### src/rtl/rcg_pkg.sv
// Package for reference clock buffer and clock request gating
package rcg_pkg;
  localparam int NumOut = 4;
  localparam int NumDown = 3;
  localparam int UpIdx = 0;
  localparam int CfgW = 8;
  localparam logic [CfgW-1:0] CfgReset = 8'h00;
  localparam int SyncDepth = 3;

  // Request lines and port clock status as seen by the block, one bit per output
  typedef struct packed {
    logic [NumOut-1:0] reqIn;
    logic [NumOut-1:0] portClkOn;
  } rcg_gate_s;
endpackage

### src/rtl/rcg_refclk_gate.sv
// Reference clock fan-out enable and clock request merge logic
// Behaviour
// - Fan-out buffer enabled while the power-down strap samples low.
// - Enabled buffer copies the one 100MHz input onto every output pair.
// - Strap high disables buffer; core takes the dedicated core reference input.
// - Configuration field bits turn individual output pairs off.
// - Each output gated by its own request line and port clock status.
// - Three downstream requests merge onto the upstream request line.
// - Undriven (high) downstream request stops that port's output.
// - All downstream requests high releases the upstream line to pull-up.
// - Upstream line high stops the output feeding the upstream port.
module rcg_refclk_gate (
  // Clock and reset
  input wire logic core_clk,
  input wire logic rst,
  // Strap and configuration
  input wire logic refbufPowerdownStrap,
  input wire logic [rcg_pkg::CfgW-1:0] clkBufCtrl,
  input wire logic [rcg_pkg::NumOut-1:0] portClkOn,
  // Clock request pins, open-drain
  input wire logic [rcg_pkg::NumOut-1:0] clockRequestNIn,
  output logic [rcg_pkg::NumOut-1:0] clockRequestNOut,
  output logic [rcg_pkg::NumOut-1:0] clockRequestNOe,
  // Fan-out enables and core reference select
  output logic [rcg_pkg::NumOut-1:0] fanoutEnable,
  output logic bufferEnable,
  output logic coreRefSelCore
);

  // Lines above the upstream one belong to the downstream ports
  localparam int DownLo = rcg_pkg::NumOut - rcg_pkg::NumDown;
  localparam int SyncMid = rcg_pkg::SyncDepth - 2;
  localparam int SyncLast = rcg_pkg::SyncDepth - 1;

  // Pin synchronisers; stage 0 feeds stage 1 and nothing else
  logic [rcg_pkg::SyncDepth-1:0] strapSync_r;
  logic [rcg_pkg::SyncDepth-1:0] strapSync_nxt;
  logic strap_r;
  logic strap_nxt;
  logic [rcg_pkg::SyncDepth-1:0][rcg_pkg::NumOut-1:0] reqSync_r;
  logic [rcg_pkg::SyncDepth-1:0][rcg_pkg::NumOut-1:0] reqSync_nxt;
  logic [rcg_pkg::NumOut-1:0] reqStable_r;
  logic [rcg_pkg::NumOut-1:0] reqStable_nxt;

  // Same-domain inputs, registered once
  logic [rcg_pkg::CfgW-1:0] cfg_r;
  logic [rcg_pkg::NumOut-1:0] portOn_r;

  // Output registers
  logic [rcg_pkg::NumOut-1:0] fanout_r;
  logic [rcg_pkg::NumOut-1:0] fanout_nxt;
  logic bufEn_r;
  logic bufEn_nxt;
  logic coreSel_r;
  logic coreSel_nxt;
  logic [rcg_pkg::NumOut-1:0] reqOe_r;
  logic [rcg_pkg::NumOut-1:0] reqOe_nxt;
  logic [rcg_pkg::NumOut-1:0] odLow_r;
  logic [rcg_pkg::NumOut-1:0] odLow_nxt;

  // Decoded request view
  rcg_pkg::rcg_gate_s gate;
  logic anyDownReq;
  logic [rcg_pkg::NumOut-1:0] strapAllow;
  logic [rcg_pkg::NumOut-1:0] cfgOff;
  logic [rcg_pkg::NumOut-1:0] reqActive;

  // A level counts only once two stages agree, so a one-cycle glitch never reaches the outputs
  function automatic logic settle(input logic mid, input logic last, input logic held);
    logic same;
    same = ~(mid ^ last);
    return (same & last) | (~same & held);
  endfunction

  // One output runs only if strap, config, request and port status all allow it
  function automatic logic gateOne(input logic allow, input logic off, input logic active,
    input logic on);
    return allow & ~off & active & on;
  endfunction

  // Shift the pins in; the newest sample sits at stage 0
  assign strapSync_nxt = {strapSync_r[SyncMid:0], refbufPowerdownStrap};
  assign reqSync_nxt = {reqSync_r[SyncMid:0], clockRequestNIn};
  // The strap is a level; a change mid-run simply re-gates every output
  assign strap_nxt = settle(strapSync_r[SyncMid], strapSync_r[SyncLast], strap_r);

  always_comb begin
    reqStable_nxt = reqStable_r;
    for (int i = 0; i < rcg_pkg::NumOut; i++) begin
      reqStable_nxt[i] = settle(reqSync_r[SyncMid][i], reqSync_r[SyncLast][i], reqStable_r[i]);
    end
  end

  // Filtered request levels and registered port status travel together
  assign gate.reqIn = reqStable_r;
  assign gate.portClkOn = portOn_r;

  // Any low downstream request pulls the upstream line low
  assign anyDownReq = ~&gate.reqIn[rcg_pkg::NumOut-1:DownLo];
  assign strapAllow = {rcg_pkg::NumOut{~strap_r}};
  // Bits above the output count are spare and ignored
  assign cfgOff = cfg_r[rcg_pkg::NumOut-1:0];
  // Line 0 also carries the root complex, so its level reflects either party
  assign reqActive = ~gate.reqIn;

  always_comb begin
    fanout_nxt = '0;
    for (int i = 0; i < rcg_pkg::NumOut; i++) begin
      fanout_nxt[i] = gateOne(strapAllow[i], cfgOff[i], reqActive[i], gate.portClkOn[i]);
    end
  end

  assign bufEn_nxt = ~strap_r;
  assign coreSel_nxt = strap_r;

  // Only the upstream line is ever driven; downstream lines belong to the endpoints
  always_comb begin
    reqOe_nxt = '0;
    reqOe_nxt[rcg_pkg::UpIdx] = anyDownReq;
  end

  // Open-drain data: the pin is only ever pulled low, never driven high
  assign odLow_nxt = '0;

  // Reset leaves every request released and every clock output stopped
  always_ff @(posedge core_clk or posedge rst) begin
    if (rst) begin
      strapSync_r <= '0;
    end else begin
      strapSync_r <= strapSync_nxt;
    end
  end

  always_ff @(posedge core_clk or posedge rst) begin
    if (rst) begin
      strap_r <= 1'b0;
    end else begin
      strap_r <= strap_nxt;
    end
  end

  always_ff @(posedge core_clk or posedge rst) begin
    if (rst) begin
      reqSync_r <= '1;
    end else begin
      reqSync_r <= reqSync_nxt;
    end
  end

  always_ff @(posedge core_clk or posedge rst) begin
    if (rst) begin
      reqStable_r <= '1;
    end else begin
      reqStable_r <= reqStable_nxt;
    end
  end

  // Config and port status come from the same clock domain
  always_ff @(posedge core_clk or posedge rst) begin
    if (rst) begin
      cfg_r <= rcg_pkg::CfgReset;
    end else begin
      cfg_r <= clkBufCtrl;
    end
  end

  always_ff @(posedge core_clk or posedge rst) begin
    if (rst) begin
      portOn_r <= '0;
    end else begin
      portOn_r <= portClkOn;
    end
  end

  always_ff @(posedge core_clk or posedge rst) begin
    if (rst) begin
      fanout_r <= '0;
    end else begin
      fanout_r <= fanout_nxt;
    end
  end

  always_ff @(posedge core_clk or posedge rst) begin
    if (rst) begin
      bufEn_r <= 1'b0;
    end else begin
      bufEn_r <= bufEn_nxt;
    end
  end

  always_ff @(posedge core_clk or posedge rst) begin
    if (rst) begin
      coreSel_r <= 1'b0;
    end else begin
      coreSel_r <= coreSel_nxt;
    end
  end

  always_ff @(posedge core_clk or posedge rst) begin
    if (rst) begin
      reqOe_r <= '0;
    end else begin
      reqOe_r <= reqOe_nxt;
    end
  end

  always_ff @(posedge core_clk or posedge rst) begin
    if (rst) begin
      odLow_r <= '0;
    end else begin
      odLow_r <= odLow_nxt;
    end
  end

  // Outputs straight from their registers
  assign fanoutEnable = fanout_r;
  assign bufferEnable = bufEn_r;
  assign coreRefSelCore = coreSel_r;
  assign clockRequestNOe = reqOe_r;
  assign clockRequestNOut = odLow_r;

endmodule // rcg_refclk_gate

### config.mk
export PLATFORM = sky130hd
export DESIGN_NAME = rcg_refclk_gate
export DESIGN_NICKNAME = d
export VERILOG_FILES = /design/src/rtl/rcg_pkg.sv /design/src/rtl/rcg_refclk_gate.sv
export SDC_FILE = /design/constraint.sdc
export NUM_CORES = 1
export LEC_CHECK = 0
export BUFFER_PORTS_ARGS = -buffer_cell sky130_fd_sc_hd__clkbuf_2
export CAP_MARGIN = 5
export CORE_MARGIN = 2
export CORE_UTILIZATION = 43
export DETAILED_ROUTE_END_ITERATION = 6
export GPL_ROUTABILITY_DRIVEN = 0
export GPL_TIMING_DRIVEN = 0
export PLACE_DENSITY = 0.72
export SETUP_SLACK_MARGIN = 0.2
export SKIP_LAST_GASP = 1
export SYNTH_ARGS = -nofsm -noshare
export SYNTH_HDL_FRONTEND = slang
export SYNTH_SLANG_ARGS = --single-unit
### constraint.sdc
create_clock -name core_clk -period 1.05 [get_ports core_clk]
set_clock_uncertainty 0.2 [all_clocks]
set_input_delay 0 -clock core_clk [delete_from_list [all_inputs] [get_ports core_clk]]
set_output_delay 0 -clock core_clk [all_outputs]
set_load 0.02 [all_outputs]
==> impl_metrics.ini <==
[synth]
post_synth_num_cell_types = 8
postSynthCellCount = 55
synthesis.area_um2 = 1050
ys_seq_area_frac = 0.853
synth-async-reset-ratio = 1.00
top_cell_type_by_total_area_after_synthesis = dfrtp_1
synth_top_cell_area_share = 0.453
synth_enable_flop_cells = 0
synth-seq-cells = 35
synth.top_cells.by_area = dfrtp_1 45%, dfstp_2 40%, buf_4 5.0%, maj3_1 4.8%, nor4b_1 3.3%
synth_common_cells = 19 x dfrtp_1, 16 x dfstp_2, 7 x buf_4, 5 x maj3_1, 4 x nor4b_1
syn-mean-instance-area_um2 = 19.1
synth_flop_cell = dfrtp_1
synth_most_common_cell = dfrtp_1
synthesis.yosys.warnings = 0

[critical_path]
worstPathRequired_ns = 1.05
timing_worst_setup_path_type = reg -> reg
critical_path.n_buffers_inverters = 0
worst_path_largest_cell_delay_ns = 0.47
cp_data_arrival_time_ns = 1.09
timing.critical_path.to_type = flip-flop
path_max_fanout = 6
critPathSlowestCell = dfrtp_2
kind_of_cell_adding_the_most_delay_to_the_critical_path = flip-flops
timing.critical_path.cells = maj3_2
start_kind = flip-flop

[sta]
portion_of_the_clock_cycle_consumed_by_the_worst_path_in_the_final_layout = 1.04
final-setup-viol-count = 3
hold-worst-slack_ns = -0.438
post-route-min-period_ns = 1.09
totalNegativeSetupSlack_ns = -0.0531
setup_ws_ns = -0.0398
max_clock_freq_mhz = 918
grt_setup_unrepaired = yes
maxSlewHeadroom = 0.534
tightestPinTransition_ns = 0.697
hold_violations = 35
slew_violations = 0

[die]
floorplan.die_area_um2 = 2850
floorplan.io_pins = 33
floorplan.die.height_um = 53.4
initial_core_util = 0.466
row_count = 17
die_x_um = 53.4
core_um2 = 2250

[job]
maxCapViolations = 0

[power_and_ir_drop]
max-vdd-ir-drop_mv = 0.982
switching_power_of_the_nets_uw = 537
power-per-cell-area_nw_per_um2 = 1600
p_sw_frac = 0.224
share_seq_of_total_power = 0.631
comb_power_frac = 0.101
power.static_leakage_uw = 0.000688
p_total_uw = 2400
power_frac_clock = 0.268
cell_internal_pwr_uw = 1860

[global_route]
grt_antenna_before_repair = 0
wire_length_of_the_first_global_routing_pass_um = 2350
grt_use_total = 0.126
maximum_number_of_pins_on_one_net_before_global_route_repair = 36
grt.overflow.total = 0
first_global_vias = 553

[clock_network]
cts_tree = yes
tritoncts.num_buffers = 5
cts-htree-levels = 2
clk-insertion-delay-late_ns = 0.32
clock-root-buffer = clkbuf_4
clk_transition_reported_paths_ns = 0.10
ctsLongestPathBuffers = 2
cts.sinks = 35
postCtsHoldBufs = 13

[route]
route.antenna.remaining_nets = 0
finalWirelength_um = 1420
drc_errors = 0
wl_per_cell_um = 10.6
drt_pass1_iterations = 1
dr.first_iter.drc_count = 0
post_drt_via_cell_ratio = 4.16
routed-via-count = 558

[layout]
stdcell_count = 134
n_antenna_cell = 0
layout-area-overhead-vs-synth_pct = 43.0
num-fill-cells = 170
fin_nets = 124
final_layout_size_suffix_gt1_frac = 0.604
finish.utilization = 0.666

[placement]
buffer_ports.inserted = 21
post-place-cells = 110

[run_status]
violated_checks = negative hold slack, negative setup slack
status = finished with violations

[worst_hold_path]
path_type_of_the_worst_min_delay_path = in -> async
==> layout make-up <==
cell class,count,area (µm²),share of cell area
Inverter,2,11.3,0.00750
Sequential cell,35,897,0.597
Tap cell,28,35.0,0.0233
Clock inverter,1,5.00,0.00333
Buffer,7,52.6,0.0350
Timing Repair Buffer,37,309,0.206
Multi-Input combinational cell,17,146,0.0975
Clock buffer,7,45.0,0.0300
==> path summary, 6_finish.rpt <==
| check | to | slack, ns | cells past startpoint |
|---|---|---|---|
| setup / recovery | flip-flop | -0.04 | 1 |
| hold / removal | portOn_r[0] | -0.44 | 2 |
| setup reg to reg | flip-flop | -0.04 | 1 |
| hold reg to reg | reqSync_nxt[8] | 0.15 | 0 |
| max in group asynchronous | async pin | 0.66 | 2 |
| min in group core_clk | reqSync_nxt[5] | 0.10 | 2 |
==> cell usage in the layout (no fill, tap or decap), drive strengths merged <==
master / netlist / final
clkbuf: 0 / 21
dfrtp: 19 / 19
nor4b: 4 / 4
inv: 2 / 1
buf: 7 / 17
maj3: 5 / 5
dlygate4sd3: 0 / 13
clkinv: 0 / 1
clkinvlp: 0 / 1
nand3: 1 / 1
conb: 1 / 7
dfstp: 16 / 16
==> routing by layer <==
metal  vias up  wire length (µm)  part of all wire  GRT usage
met2        26               682              0.48      0.185
met4         0                44             0.031      0.103
met3         4                99             0.070     0.0508
met1       261               594              0.42      0.141
li1        267                 -                 -          -
met5         -                 0                 0          0
==> kinds of logic (layout without fill, tap and decap cells) <==
group,after synthesis,count (layout),share of synthesized area
other,1,7,0.00357
buffers and inverters,9,54,0.0572
adder cells (fa/ha/maj),5,5,0.0477
AND/OR/NAND/NOR,5,5,0.0381
flip-flops,35,35,0.853
==> through the flow <==
stage	setup WS [ns]	instance area, µm²
2_1_floorplan	0.0285	1080
6_report	-0.0398	1500
3_3_place_gp	-0.0245	1220
4_1_cts	-0.0436	1430
3_5_place_dp	-0.0676	1220
5_1_grt	-0.0577	1500
==> power groups by stage <==
stage,combinational [µW],clock (µW),sequential [µW]
finish,242,643,1510
global route,265,756,1520
CTS,213,675,1510
detailed placement,164,0,1530
floorplan,90.2,0,1530
global placement,159,0,1520
==> what timing repair did <==
action	CTS	global route
gates resized for setup	3	25
setup buffers	2	1
setup endpoints to repair	18	20
pin swaps	2	0
endpoints found under the hold margin	48	28
(Power assumes the default switching activity.)
